File: src/hw/ref_clock_pkg.sv
/*
 * shared constants and carrier types for the serializer reference-clock select block.
 * assumes a single 10 MHz system clock; the strap level arrives already digitised
 * as an unsigned fraction of the core supply (full scale = 1.000).
 */
package ref_clock_pkg;

	// ------------------------------------------------------------
	// strap decoding (ratio in thousandths of the core supply)
	// ------------------------------------------------------------
	localparam int STRAP_W = 10;
	localparam logic [STRAP_W-1:0] PIXREF_RATIO_MIN = 10'h2ee; // 0.750
	localparam logic [STRAP_W-1:0] PIXREF_RATIO_MAX = 10'h3e8; // 1.000
	localparam logic [STRAP_W-1:0] EXTOSC_RATIO_MIN = 10'h124; // 0.292
	localparam logic [STRAP_W-1:0] EXTOSC_RATIO_MAX = 10'h153; // 0.339

	// ------------------------------------------------------------
	// clock detection timing
	// ------------------------------------------------------------
	localparam int CLK_PERIOD_NS = 100;
	localparam int PIX_LOSS_TIME_NS = 1000; // no edge for this long means clock gone
	localparam int PIX_LOSS_CYCLES = (PIX_LOSS_TIME_NS + CLK_PERIOD_NS - 1) / CLK_PERIOD_NS;
	localparam int LOSS_CNT_W = 4;

	// ------------------------------------------------------------
	// oscillator select codes and internal rates (kHz)
	// ------------------------------------------------------------
	localparam logic [1:0] OSC_SEL_LOW_A = 2'h0;
	localparam logic [1:0] OSC_SEL_HIGH = 2'h1;
	localparam logic [1:0] OSC_SEL_LOW_B = 2'h2;
	localparam logic [1:0] OSC_SEL_RSVD = 2'h3;
	localparam logic [17:0] OSC_10B_LOW_KHZ = 18'h0c350; // 50 MHz
	localparam logic [17:0] OSC_10B_HIGH_KHZ = 18'h186a0; // 100 MHz
	localparam logic [17:0] OSC_12B_LOW_KHZ = 18'h0927c; // 37.5 MHz
	localparam logic [17:0] OSC_12B_HIGH_KHZ = 18'h124f8; // 75 MHz

	// ------------------------------------------------------------
	// general-purpose pin count and frame-clock divider
	// ------------------------------------------------------------
	localparam int GP_PINS = 4;
	localparam int FRAME_DIV_10B = 2; // pixel clocks per frame clock
	localparam int FRAME_DIV_12B = 3; // two frame clocks per three pixel clocks

	// ------------------------------------------------------------
	// types
	// ------------------------------------------------------------
	typedef enum logic [1:0] {
		MODE_UNKNOWN = 2'h0,
		MODE_PIXREF = 2'h1,
		MODE_EXTOSC = 2'h3
	} ref_mode_type;

	typedef enum logic [1:0] {
		SRC_INTERNAL = 2'h0,
		SRC_PIXEL = 2'h1
	} link_src_type;

	typedef struct packed {
		link_src_type src;   // current link timing source
		logic [17:0] osc_khz; // internal oscillator rate in use
		logic osc_rsvd;      // reserved select code is applied
		logic frame_en;      // frame clock enable pulse
	} link_timing_type;

endpackage : ref_clock_pkg

File: src/hw/ref_clock_select.sv
/*
 * reference-clock selection for a video serializer: strap decode, oscillator
 * halving for the sensor, automatic internal/pixel clock switch, pin ownership.
 * assumes one 10 MHz system clock; pixel and oscillator clocks arrive as slow
 * pins sampled on it (test rates), and the 12-bit flag and control bits come
 * from elsewhere in the serializer as plain levels.
 */
`timescale 1ns/1ps
`default_nettype none

// Summary of operation
// - oscillator pin becomes clock input in oscillator mode
// - halve oscillator clock, drive second pin to sensor
// - pixel edge with control bit clear selects pixel
// - pixel clock loss returns to internal oscillator
// - clock pins do not mirror remote inputs
// - pixel-reference mode keeps all four pins free
// - strap ratio bands pick reference mode
// - select field sets internal oscillator rate
// - frame clock is pixel over two or 1.5
module ref_clock_select
(
	// system
	input wire logic clock,
	input wire logic rst_n,
	// strap and configuration
	input wire logic [ref_clock_pkg::STRAP_W-1:0] strap_ratio,
	input wire logic twelve_bit_mode,
	input wire logic pix_switch_disable, // control bit 0x03[1]
	input wire logic [1:0] osc_rate_sel, // control field 0x14[2:1]
	// clock pins
	input wire logic pixel_clock_in,
	input wire logic osc_ref_input_pin, // oscillator_clock_in when repurposed
	// general-purpose pins: remote values and local register values
	input wire logic [ref_clock_pkg::GP_PINS-1:0] remote_gp_in,
	input wire logic [ref_clock_pkg::GP_PINS-1:0] local_gp_in,
	input wire logic [ref_clock_pkg::GP_PINS-1:0] remote_sel,
	// pin drive
	output logic [ref_clock_pkg::GP_PINS-1:0] gp_out,
	output logic [ref_clock_pkg::GP_PINS-1:0] gp_oe,
	// status
	output ref_clock_pkg::ref_mode_type ref_mode,
	output ref_clock_pkg::link_timing_type link_timing
);

	// ------------------------------------------------------------
	// input synchronisers
	// ------------------------------------------------------------
	logic pix_s1_r, pix_s2_r, pix_d_r;      // pixel clock sync and previous
	logic osc_s1_r, osc_s2_r, osc_d_r;      // oscillator sync and previous
	logic pix_edge, osc_rise;

	// two stages before anything looks at the pins
	always_ff @(posedge clock or negedge rst_n)
	begin
		if (!rst_n)
		begin
			pix_s1_r <= 1'b0;
			pix_s2_r <= 1'b0;
			pix_d_r <= 1'b0;
			osc_s1_r <= 1'b0;
			osc_s2_r <= 1'b0;
			osc_d_r <= 1'b0;
		end
		else
		begin
			pix_s1_r <= pixel_clock_in;
			pix_s2_r <= pix_s1_r;
			pix_d_r <= pix_s2_r;
			osc_s1_r <= osc_ref_input_pin;
			osc_s2_r <= osc_s1_r;
			osc_d_r <= osc_s2_r;
		end
	end

	assign pix_edge = pix_s2_r ^ pix_d_r;
	// oscillator pin is only a clock input in oscillator mode
	assign osc_rise = (ref_mode == ref_clock_pkg::MODE_EXTOSC) && osc_s2_r && !osc_d_r;

	// ------------------------------------------------------------
	// strap latch
	// ------------------------------------------------------------
	ref_clock_pkg::ref_mode_type mode_r, mode_nxt;
	logic strap_done_r, strap_done_nxt;

	// decode once at the first edge after reset release, then hold
	always_comb
	begin
		mode_nxt = mode_r;
		strap_done_nxt = 1'b1;
		if (!strap_done_r)
		begin
			if (strap_ratio >= ref_clock_pkg::PIXREF_RATIO_MIN &&
				strap_ratio <= ref_clock_pkg::PIXREF_RATIO_MAX)
				mode_nxt = ref_clock_pkg::MODE_PIXREF;
			else if (strap_ratio >= ref_clock_pkg::EXTOSC_RATIO_MIN &&
				strap_ratio <= ref_clock_pkg::EXTOSC_RATIO_MAX)
				mode_nxt = ref_clock_pkg::MODE_EXTOSC;
			else
				mode_nxt = ref_clock_pkg::MODE_UNKNOWN; // out-of-band strap: no clock pins taken
		end
	end

	always_ff @(posedge clock or negedge rst_n)
	begin
		if (!rst_n)
		begin
			mode_r <= ref_clock_pkg::MODE_UNKNOWN;
			strap_done_r <= 1'b0;
		end
		else
		begin
			mode_r <= mode_nxt;
			strap_done_r <= strap_done_nxt;
		end
	end

	assign ref_mode = mode_r;

	// ------------------------------------------------------------
	// oscillator halving for the sensor reference
	// ------------------------------------------------------------
	logic half_r, half_nxt;

	// toggle on each oscillator rising edge gives exactly half the rate
	always_comb
	begin
		half_nxt = half_r;
		if (ref_mode != ref_clock_pkg::MODE_EXTOSC)
			half_nxt = 1'b0;
		else if (osc_rise)
			half_nxt = ~half_r;
	end

	always_ff @(posedge clock or negedge rst_n)
	begin
		if (!rst_n)
			half_r <= 1'b0;
		else
			half_r <= half_nxt;
	end

	// ------------------------------------------------------------
	// link source switch (internal oscillator vs pixel clock)
	// ------------------------------------------------------------
	ref_clock_pkg::link_src_type src_r, src_nxt;
	logic [ref_clock_pkg::LOSS_CNT_W-1:0] idle_r, idle_nxt;

	// the sensor is trusted to keep its pixel clock at the fixed ratio to the
	// oscillator nothing here measures that ratio
	always_comb
	begin
		src_nxt = src_r;
		idle_nxt = idle_r;
		if (pix_edge)
			idle_nxt = '0;
		else if (idle_r != ref_clock_pkg::LOSS_CNT_W'(ref_clock_pkg::PIX_LOSS_CYCLES))
			idle_nxt = idle_r + 1'b1;
		case (src_r)
			ref_clock_pkg::SRC_INTERNAL:
			begin
				if (pix_edge && !pix_switch_disable)
					src_nxt = ref_clock_pkg::SRC_PIXEL;
			end
			ref_clock_pkg::SRC_PIXEL:
			begin
				// gap of the loss time without an edge: clock considered removed
				if (idle_nxt == ref_clock_pkg::LOSS_CNT_W'(ref_clock_pkg::PIX_LOSS_CYCLES))
					src_nxt = ref_clock_pkg::SRC_INTERNAL;
			end
			default:
				src_nxt = ref_clock_pkg::SRC_INTERNAL;
		endcase
	end

	always_ff @(posedge clock or negedge rst_n)
	begin
		if (!rst_n)
		begin
			src_r <= ref_clock_pkg::SRC_INTERNAL;
			idle_r <= '0;
		end
		else
		begin
			src_r <= src_nxt;
			idle_r <= idle_nxt;
		end
	end

	// ------------------------------------------------------------
	// frame clock enable from the pixel clock
	// ------------------------------------------------------------
	logic [1:0] fdiv_r, fdiv_nxt;
	logic frame_en_nxt; // registered once, as link_timing.frame_en

	// 10-bit: one pulse every 2 pixel rising edges; 12-bit: two pulses per 3 rising edges
	always_comb
	begin
		fdiv_nxt = fdiv_r;
		frame_en_nxt = 1'b0;
		if (src_r == ref_clock_pkg::SRC_PIXEL && pix_s2_r && !pix_d_r)
		begin
			if (twelve_bit_mode)
			begin
				fdiv_nxt = (fdiv_r == 2'(ref_clock_pkg::FRAME_DIV_12B - 1)) ? 2'h0 : fdiv_r + 2'h1;
				frame_en_nxt = (fdiv_r != 2'h0);
			end
			else
			begin
				fdiv_nxt = (fdiv_r == 2'(ref_clock_pkg::FRAME_DIV_10B - 1)) ? 2'h0 : fdiv_r + 2'h1;
				frame_en_nxt = (fdiv_r == 2'h0);
			end
		end
	end

	always_ff @(posedge clock or negedge rst_n)
	begin
		if (!rst_n)
			fdiv_r <= 2'h0;
		else
			fdiv_r <= fdiv_nxt;
	end

	// ------------------------------------------------------------
	// internal oscillator rate and status
	// ------------------------------------------------------------
	ref_clock_pkg::link_timing_type timing_nxt, timing_r;

	always_comb
	begin
		timing_nxt.src = src_r;
		timing_nxt.frame_en = frame_en_nxt;
		timing_nxt.osc_rsvd = (osc_rate_sel == ref_clock_pkg::OSC_SEL_RSVD);
		case (osc_rate_sel)
			ref_clock_pkg::OSC_SEL_HIGH:
				timing_nxt.osc_khz = twelve_bit_mode ? ref_clock_pkg::OSC_12B_HIGH_KHZ :
					ref_clock_pkg::OSC_10B_HIGH_KHZ;
			default:
				// both low codes; the reserved code keeps the low rate so the link still runs
				timing_nxt.osc_khz = twelve_bit_mode ? ref_clock_pkg::OSC_12B_LOW_KHZ :
					ref_clock_pkg::OSC_10B_LOW_KHZ;
		endcase
	end

	always_ff @(posedge clock or negedge rst_n)
	begin
		if (!rst_n)
			timing_r <= '0;
		else
			timing_r <= timing_nxt;
	end

	assign link_timing = timing_r;

	// ------------------------------------------------------------
	// general-purpose pin ownership
	// ------------------------------------------------------------
	logic [ref_clock_pkg::GP_PINS-1:0] gp_out_nxt, gp_oe_nxt, gp_out_r, gp_oe_r;

	// outside oscillator mode each pin shows the remote input or the local register value
	always_comb
	begin
		gp_out_nxt = (remote_sel & remote_gp_in) | (~remote_sel & local_gp_in);
		gp_oe_nxt = '1;
		if (ref_mode == ref_clock_pkg::MODE_EXTOSC)
		begin
			// clock duty owns pins two and three, remote values never reach them
			gp_out_nxt[2] = half_nxt;
			gp_out_nxt[3] = 1'b0;
			gp_oe_nxt[3] = 1'b0;
		end
	end

	always_ff @(posedge clock or negedge rst_n)
	begin
		if (!rst_n)
		begin
			gp_out_r <= '0;
			gp_oe_r <= '0;
		end
		else
		begin
			gp_out_r <= gp_out_nxt;
			gp_oe_r <= gp_oe_nxt;
		end
	end

	assign gp_out = gp_out_r;
	assign gp_oe = gp_oe_r;

endmodule : ref_clock_select
`default_nettype wire

File: config.mk
export PLATFORM = sky130hd
export DESIGN_NAME = ref_clock_select
export DESIGN_NICKNAME = d
export VERILOG_FILES = /design/src/hw/ref_clock_pkg.sv /design/src/hw/ref_clock_select.sv
export SDC_FILE = /design/constraint.sdc
export NUM_CORES = 1
export LEC_CHECK = 0
export BUFFER_PORTS_ARGS = -buffer_cell sky130_fd_sc_hd__buf_2
export CORE_UTILIZATION = 49
export CTS_CLUSTER_SIZE = 40
export DETAILED_ROUTE_END_ITERATION = 8
export PLACE_DENSITY = 0.86
export SLEW_MARGIN = 5
export SYNTH_ARGS = -nofsm -noshare
export SYNTH_HDL_FRONTEND = slang
export SYNTH_SLANG_ARGS = --single-unit
File: constraint.sdc
create_clock -name clock -period 1.9 [get_ports clock]
set_clock_uncertainty 0.05 [all_clocks]
set_input_delay 0 -clock clock [delete_from_list [all_inputs] [get_ports clock]]
set_output_delay 0 -clock clock [all_outputs]
set_load 0.005 [all_outputs]
==> results of run 1 <==
## area by class of cell
type	count	area share
tap	30	0.01992
clock inverter	1	0.002656
clock buffer	7	0.03453
inverter	3	0.005976
timing repair buffer	76	0.2550
sequential	33	0.4382
multi-input combinational	70	0.2437
## tightest hold or removal path, stage by stage
cell     delay [ns]
buf_2          0.10
nor3b_1        0.06
o21ai_1        0.16
nand2_1        0.06
## power by group through the flow
stage | clock [mW] | combinational [mW] | sequential [mW]
6_report | 0.440 | 0.236 | 0.801
5_1_grt | 0.478 | 0.264 | 0.808
4_1_cts | 0.451 | 0.236 | 0.798
3_5_place_dp | 0 | 0.201 | 0.812
3_3_place_gp | 0 | 0.187 | 0.806
2_1_floorplan | 0 | 0.118 | 0.807
## sequential cells by signal (all words and copies together), names as in the netlist
register,count
src_r,1
osc_s1_r,1
osc_d_r,1
ref_mode,2
half_r,1
link_timing,11
pix_s1_r,1
pix_s2_r,1
gp_out,4
idle_r,4
fdiv_r,2
osc_s2_r,1
gp_oe,2
pix_d_r,1
## kinds of logic (layout without fill, tap and decap cells)
| family | after synthesis | after routing | share of synthesized area |
|---|---|---|---|
| flip-flops | 33 | 33 | 0.5957 |
| AO/OA/AOI/OAI | 21 | 21 | 0.09838 |
| other | 2 | 6 | 0.005417 |
| AND/OR/NAND/NOR | 33 | 33 | 0.1363 |
| XOR/XNOR | 4 | 4 | 0.03069 |
| adder cells (fa/ha/maj) | 2 | 2 | 0.01805 |
| multiplexers | 4 | 4 | 0.03159 |
| buffers and inverters | 17 | 87 | 0.08393 |
## layer usage
metal	GRT usage	part of all wire
met2	0.3815	0.57
met5	0	0
met3	0.06284	0.041
met1	0.2109	0.37
met4	0.1208	0.024
## worst min path at each step
stage                              end  slack, ns  cells past startpoint
2_1_floorplan    fdiv_r[0]$_DFFE_PN0P_      -0.35                      0
3_3_place_gp       gp_out[1]$_DFF_PN0_       0.02                      1
3_5_place_dp       gp_out[1]$_DFF_PN0_       0.04                      1
4_1_cts        ref_mode[1]$_DFFE_PN0N_       0.02                      4
5_1_grt        ref_mode[1]$_DFFE_PN0N_       0.05                      4
6_report       ref_mode[1]$_DFFE_PN0N_       0.03                      4
## what timing repair did
action / in CTS / in global routing
endpoints found under the setup margin: 0 / 0
hold buffers: 20 / 0
hold endpoints to repair: 52 / 0
## cells in the final DEF (no fill, tap or decap), drive strengths merged, types with 2 or more instances in the layout
cell type    Yosys  layout
a21oi            5       5
buf             14      56
a21o             2       2
nor2             8       8
nor3b            2       2
dfrtp           33      33
nand3b           2       2
ha               2       2
xnor2            2       2
nand2b           2       2
mux2             3       3
conb             2       6
and2             2       2
xor2             2       2
dlygate4sd3      0      20
inv              3       3
nand2            5       5
o21ai            6       6
clkbuf           0       7
nor2b            5       5
## per-stage QoR
step                      utilization  area [sq um]  instances
after floorplan                     -          1401        120
after global placement         0.6287          1614        192
after detailed placement       0.6287          1614        192
after CTS                      0.7339          1884        220
after global routing           0.7339          1884        220
final                          0.7339          1884        220
==> out/results.txt, run 1 <==
R2R Setup Slk: 0.31 ns
max_cap viols: 0
Die Height: 55.19 microns
combinational share of power: 0.160
status: finished clean
Commonest cells post-synth: dfrtp_1, buf_4, nor2_1
Multi-input gate area: 459.2 sq um
WHS: 0.02925 ns
largest area contributor in the synthesized netlist: dfrtp_1
critical path data arrival time: 1.84 ns
critical path type: in2reg
CTS max path bufs: 2
core area: 2567 sq um
reg2reg start: gp_oe[2]$_DFF_PN0_
period utilization: 0.8825
Seq/Total Area, Yosys: 0.5957
FF-to-FF path depth: 4
Top delay family on crit path: buffers and inverters
Final Power: 1.477 mW
async set-reset flop share out of synthesis: 1.000
Fin. Hold Viols: 0
initial antenna violation count: 0
Sink Count: 33
# port buffers: 56
Via density: 4.959
top-count cell post-synth: dfrtp_1
fin. max-slew vios: 0
Yosys cell types: 38
Initial Util: 0.5400
sequential share of power: 0.542
critical path fanouts, max: 2
nets: 221
Cell Rows: 18
crit-path cells: dlygate4sd3_1 > buf_2 > and4_4 > nor3b_1 > a311oi_1 > dlygate4sd3_1 > o21ai_1
crit path launch: strap_ratio[7]
Worst path slowest cell: dlygate4sd3_1
CP bufs+invs: 3
hold path startpoint: strap_ratio[6]
vias in the first global route: 1045
post_cts resized: 0
cell count after synthesis: 116
syn avg cell area: 11.95 sq um
final setup fails: 0
worst slack at placement: 0.4676 ns
grt ovf: 0
Post-synth top flop: dfrtp_1
largest net degree at the start of global routing: 34
Starting DRT DRC Count: 14
H-tree depth: 2
first-pass GRT wire length: 4.250 mm
Worst Tran Pin Value: 0.6914 ns
Final Wtd Congestion: 0.7526
Diodes inserted: 0
post-CTS setup buffers: 0
setup slack after layout: 0.2233 ns
Fillers: 187
CP Data Required Time: 2.06 ns
routed length per placed instance: 12.90 microns
Final Critical Period: 1.677 ns
Reg clk slew, reported paths: 0.10 ns
Tot GR Track Use: 0.2103
CTS Buf Count: 5
LEAKAGE: 0.9300 nW
YS warnings: 0
class of the tightest hold or removal check: in2reg
Net Switching: 379.2 uW
DP Wirelength: 1.959 mm
clock tree root driver cell: clkbuf_4
DIE AREA: 3046 sq um
Worst-Skew Late Latency: 0.33 ns
synthesized flop and latch total: 33
setup tns final: 0 ns
Peak supply drop: 0.5500 mV
Die W: 55.19 microns
DR vias: 1091
Worst path depth: 7
Pint: 1.098 mW
number of nets with antenna violations after routing: 0
clock share of power: 0.298
CP most frequent cell: dlygate4sd3_1
FMAX: 596.4 MHz
I/O pin cnt: 62
share of cells above drive strength 1: 0.3579
max incr delay on CP: 0.58 ns
top cells by area in the synthesized netlist: dfrtp_1, buf_4, mux2_1
WL final: 2.839 mm
CTS tree: built
Pre-Repair DR Iteration Count: 6
RSZ-0062 raised after global routing: false
Post-synth EDFFs: 0
PwrDens: 783.8 nW/um^2
area grow syn2layout: 35.92%
DRC Markers: 0
Startpoint Class: input pin
Critical Path Sink: ref_mode[0]$_DFFE_PN0N_
Post-Syn Area: 1386 sq um
Switching Share: 0.2567
RR Endpoint: ref_mode[0]$_DFFE_PN0N_
CP endpoint kind: flip-flop
sequential cell area: 825.8 sq um
relative slew slack: 0.5390
Yosys top cell area share: 0.5957
Power figures use the tool's default switching activity.
==> inputs of run 2 (changes only) <==
==> constraint.sdc (replaced) <==
create_clock -name clock -period 1.9 [get_ports clock]
set_clock_uncertainty 0.05 [all_clocks]
set_input_delay 0.095 -clock clock [delete_from_list [all_inputs] [get_ports clock]]
set_output_delay 0.095 -clock clock [all_outputs]
set_load 0.005 [all_outputs]
==> run 2 against run 1 <==
Compared with the run above: critical path depth fell by 1; global-route usage down 1.1 points; sequential share of layout area rose by 2.5 points; cell area down 5.3%; via count is 3.6% lower; clock power is essentially flat; power down 1.3%.
==> out/results.txt, run 2 (synthesized netlist as in run 1, its figures left out) <==
Sink Count: 33
Reg clk slew, reported paths: 0.10 ns
Pint: 1.083 mW
hold path startpoint: local_gp_in[3]
CP endpoint kind: flip-flop
class of the tightest hold or removal check: in2reg
FMAX: 668.9 MHz
DR vias: 1052
period utilization: 0.7869
combinational share of power: 0.149
post_cts resized: 0
largest net degree at the start of global routing: 34
critical path type: reg2reg
relative slew slack: 0.5404
number of nets with antenna violations after routing: 0
area grow syn2layout: 28.70%
CP Data Required Time: 2.12 ns
Starting DRT DRC Count: 12
reg2reg start: idle_r[0]$_DFF_PN0_
DP Wirelength: 1.959 mm
Initial Util: 0.5400
Startpoint Class: flip-flop
Fillers: 200
first-pass GRT wire length: 4.050 mm
routed length per placed instance: 12.56 microns
final setup fails: 0
Final Critical Period: 1.495 ns
max reg flops: 11
worst slack at placement: 0.4676 ns
Hold Buf Count CTS: 10
clock tree root driver cell: clkbuf_4
setup tns final: 0 ns
CTS max path bufs: 2
Pre-Repair DR Iteration Count: 6
Switching Share: 0.2566
Diodes inserted: 0
Peak supply drop: 0.5530 mV
post-CTS setup buffers: 0
core area: 2567 sq um
Tot GR Track Use: 0.1997
sequential share of power: 0.549
critical path fanouts, max: 4
Net Switching: 373.9 uW
RSZ-0062 raised after global routing: false
status: finished clean
LEAKAGE: 0.8837 nW
fin. max-slew vios: 0
critical path data arrival time: 1.71 ns
max_cap viols: 0
# port buffers: 56
commonest non-fill, non-tap cell in the layout: buf_2
WL final: 2.638 mm
placed cells: 192
share of cells above drive strength 1: 0.3778
grt ovf: 0
I/O pin cnt: 62
Via density: 5.010
initial antenna violation count: 0
setup slack after layout: 0.4049 ns
H-tree depth: 2
DIE AREA: 3046 sq um
Final Wtd Congestion: 0.7526
Worst-Skew Late Latency: 0.32 ns
clock share of power: 0.302
CTS Buf Count: 5
Die W: 55.19 microns
vias in the first global route: 985
Worst Tran Pin Value: 0.6894 ns
commonest cells after routing, fill and taps aside: buf_2, dfrtp_1, dlygate4sd3_1
DRC Markers: 0
PwrDens: 816.7 nW/um^2
crit path launch: idle_r[0]$_DFF_PN0_
Final Non-Filler Cells: 210
Cell Rows: 18
nets: 211
Fin. Hold Viols: 0
Die Height: 55.19 microns
CTS tree: built
-- run 2: final timing paths --
| check | to | slack [ns] | cells past startpoint |
|---|---|---|---|
| min in group asynchronous | src_r[0]$_DFFE_PN0P_ | 0.29 | 2 |
| max in group asynchronous | ref_mode[0]$_DFFE_PN0N_ | 1.06 | 2 |
| max | src_r[0]$_DFFE_PN0P_ | 0.40 | 6 |
| min reg2reg | pix_s2_r$_DFF_PN0_ | 0.31 | 0 |
| min | gp_out[3]$_DFF_PN0_ | 0.03 | 3 |
| max reg2reg | src_r[0]$_DFFE_PN0P_ | 0.40 | 6 |
-- run 2: worst max-delay path: stages (launching register included) --
cell and delay (ns):
dfrtp_1 0.42, inv_1 0.12, ha_1 0.25, nor2_1 0.16, o22ai_1 0.11, a21oi_1 0.17, o22a_1 0.16
-- run 2: area by class of cell --
type / count / area (sq um) / share of cell area
sequential: 33 / 825.8 / 0.4628
tap: 30 / 37.54 / 0.02104
inverter: 3 / 11.26 / 0.006311
multi-input combinational: 70 / 459.2 / 0.2574
clock buffer: 7 / 65.06 / 0.03647
timing repair buffer: 66 / 380.4 / 0.2132
clock inverter: 1 / 5.005 / 0.002805
-- run 2: power by group through the flow --
stage | Clock (mW) | Combinational (mW) | Sequential, mW
floorplan | 0 | 0.118 | 0.807
global placement | 0 | 0.187 | 0.806
detailed placement | 0 | 0.201 | 0.812
CTS | 0.451 | 0.219 | 0.798
global route | 0.476 | 0.245 | 0.807
finish | 0.440 | 0.218 | 0.799
-- run 2: through the flow --
stage | hold WS (ns) | instance area (sq um) | utilization | power (mW)
after floorplan | -0.2506 | 1401 | - | 0.9257
after detailed placement | 0.1315 | 1614 | 0.6287 | 1.014
final | 0.03091 | 1784 | 0.6949 | 1.457
after CTS | 0.01943 | 1784 | 0.6949 | 1.469
after global routing | 0.03411 | 1784 | 0.6949 | 1.529
after global placement | 0.1146 | 1614 | 0.6287 | 0.9921
-- run 2: layer usage --
| layer | routed length, microns | vias to the layer above | global-route usage | part of all wire |
|---|---|---|---|---|
| met4 | 70 | 0 | 0.1125 | 0.027 |
| met1 | 932 | 507 | 0.2049 | 0.35 |
| li1 | - | 502 | - | - |
| met2 | 1526 | 35 | 0.3554 | 0.58 |
| met5 | 0 | - | 0 | 0 |
| met3 | 108 | 8 | 0.06284 | 0.041 |
==> inputs of run 3 (changes only) <==
- CORE_UTILIZATION: 49 -> 46
- PLACE_DENSITY: 0.86 -> 0.81
- clock period: 1.9 -> 1.5 ns (I/O delays scaled with it)
==> run 3 against run 2 <==
Compared with the run above: the flow now finishes with violations (design-rule violations); count of clock-buffer cells in the layout stayed put; cell area up 2.6%; clock power rose by 54%; power up 35%; critical path depth fell by 2; critical endpoint is now gp_out[1]$_DFF_PN0_; utilization fell by 4.2 points; worst hold slack worse by 0.011 ns; first-iteration DRC count unchanged; largest cell class unchanged; combinational power rose by 28%; largest power group unchanged.
==> out/results.txt, run 3 (synthesized netlist as in run 1, its figures left out) <==
Worst Tran Pin Value: 0.6851 ns
worst slack at placement: 0.09166 ns
Final Non-Filler Cells: 214
critical path fanouts, max: 1
# port buffers: 56
Sink Count: 33
CTS Buf Count: 5
grt ovf: 0
setup slack after layout: 0.08661 ns
relative slew slack: 0.5432
WHS: 0.01977 ns
placed cells: 193
initial antenna violation count: 0
Final Wtd Congestion: 0.7440
period utilization: 0.9423
status: finished with violations
Cell Rows: 19
DP Wirelength: 1.821 mm
share of cells above drive strength 1: 0.3716
failing checks: design-rule violations
largest net degree at the start of global routing: 34
Worst-Skew Late Latency: 0.32 ns
Startpoint Class: input pin
Final Core Density: 0.6525
class of the tightest hold or removal check: in2reg
critical path type: in2reg
CP endpoint kind: flip-flop
routed length per placed instance: 11.92 microns
Die W: 56.90 microns
Via density: 4.953
Peak supply drop: 0.6002 mV
Initial Util: 0.4942
max_cap viols: 0
first-pass GRT wire length: 4.188 mm
H-tree depth: 2
Final Power: 1.972 mW
DRC Markers: 2
RSZ-0062 raised after global routing: false
I/O pin cnt: 62
PwrDens: 1077 nW/um^2
vias in the first global route: 1036
WL final: 2.551 mm
core area: 2805 sq um
setup tns final: 0 ns
area grow syn2layout: 32.04%
number of nets with antenna violations after routing: 0
CTS tree: built
LEAKAGE: 0.9013 nW
Pre-Repair DR Iteration Count: 6
Tot GR Track Use: 0.1738
Starting DRT DRC Count: 12
max reg flops: 11
critical path data arrival time: 1.57 ns
nets: 214
Final Critical Period: 1.413 ns
final setup fails: 0
fin. max-slew vios: 0
Die Height: 56.90 microns
clock tree root driver cell: clkbuf_4
CTS max path bufs: 2
FMAX: 707.5 MHz
Fin. Hold Viols: 0
DIE AREA: 3237 sq um
post-CTS setup buffers: 0
Fillers: 235
commonest non-fill, non-tap cell in the layout: buf_2
Reg clk slew, reported paths: 0.10 ns
CP Data Required Time: 1.66 ns
design area: 1831 sq um
DR vias: 1060
Diodes inserted: 0
commonest cells after routing, fill and taps aside: buf_2, dfrtp_1, dlygate4sd3_1
placed inst area: 1615 sq um
==> run 3: final cells by class <==
class | instances | area, sq um | share of cell area
sequential | 33 | 825.8 | 0.4511
multi-input combinational | 70 | 459.2 | 0.2509
timing repair buffer | 69 | 410.4 | 0.2242
inverter | 3 | 11.26 | 0.006152
tap | 31 | 38.79 | 0.02119
clock inverter | 1 | 30.03 | 0.01640
clock buffer | 7 | 55.05 | 0.03008
==> run 3: critical path, stage by stage <==
cell	delay, ns
dlygate4sd3_1	0.54
buf_2	0.12
mux2_1	0.27
dlygate4sd3_1	0.56
==> run 3: path summary, 6_finish.rpt <==
kind	slack [ns]	cells past startpoint	start	endpoint
worst max-delay path	0.09	4	remote_gp_in[1]	gp_out[1]$_DFF_PN0_
worst min-delay path	0.02	3	local_gp_in[2]	gp_out[2]$_DFF_PN0_
worst max register to register	0.11	6	idle_r[0]$_DFF_PN0_	src_r[0]$_DFFE_PN0P_
worst min register to register	0.31	0	osc_s1_r$_DFF_PN0_	osc_s2_r$_DFF_PN0_
max in group asynchronous	0.67	2	rst_n	gp_out[3]$_DFF_PN0_
min in group asynchronous	0.28	2	rst_n	gp_out[0]$_DFF_PN0_
==> run 3: repair_timing <==
| item | CTS | global route |
|---|---|---|
| endpoints found under the hold margin | 44 | 0 |
| endpoints found under the setup margin | 0 | 1 |
| gates resized for setup | 0 | 1 |
| hold buffers | 13 | 0 |
==> run 3: per-layer routing <==
metal,share of wire,vias to the layer above,track usage
li1,-,507,-
met3,0.040,9,0.03226
met4,0.029,0,0.1220
met2,0.57,34,0.3227
met1,0.36,510,0.1700
met5,0,-,0
==> run 3: report_power, final <==
part / internal [mW] / switching, mW / total [mW]
clock network: 0.398 / 0.280 / 0.678
logic: 0.150 / 0.129 / 0.280
registers: 0.956 / 0.0573 / 1.01
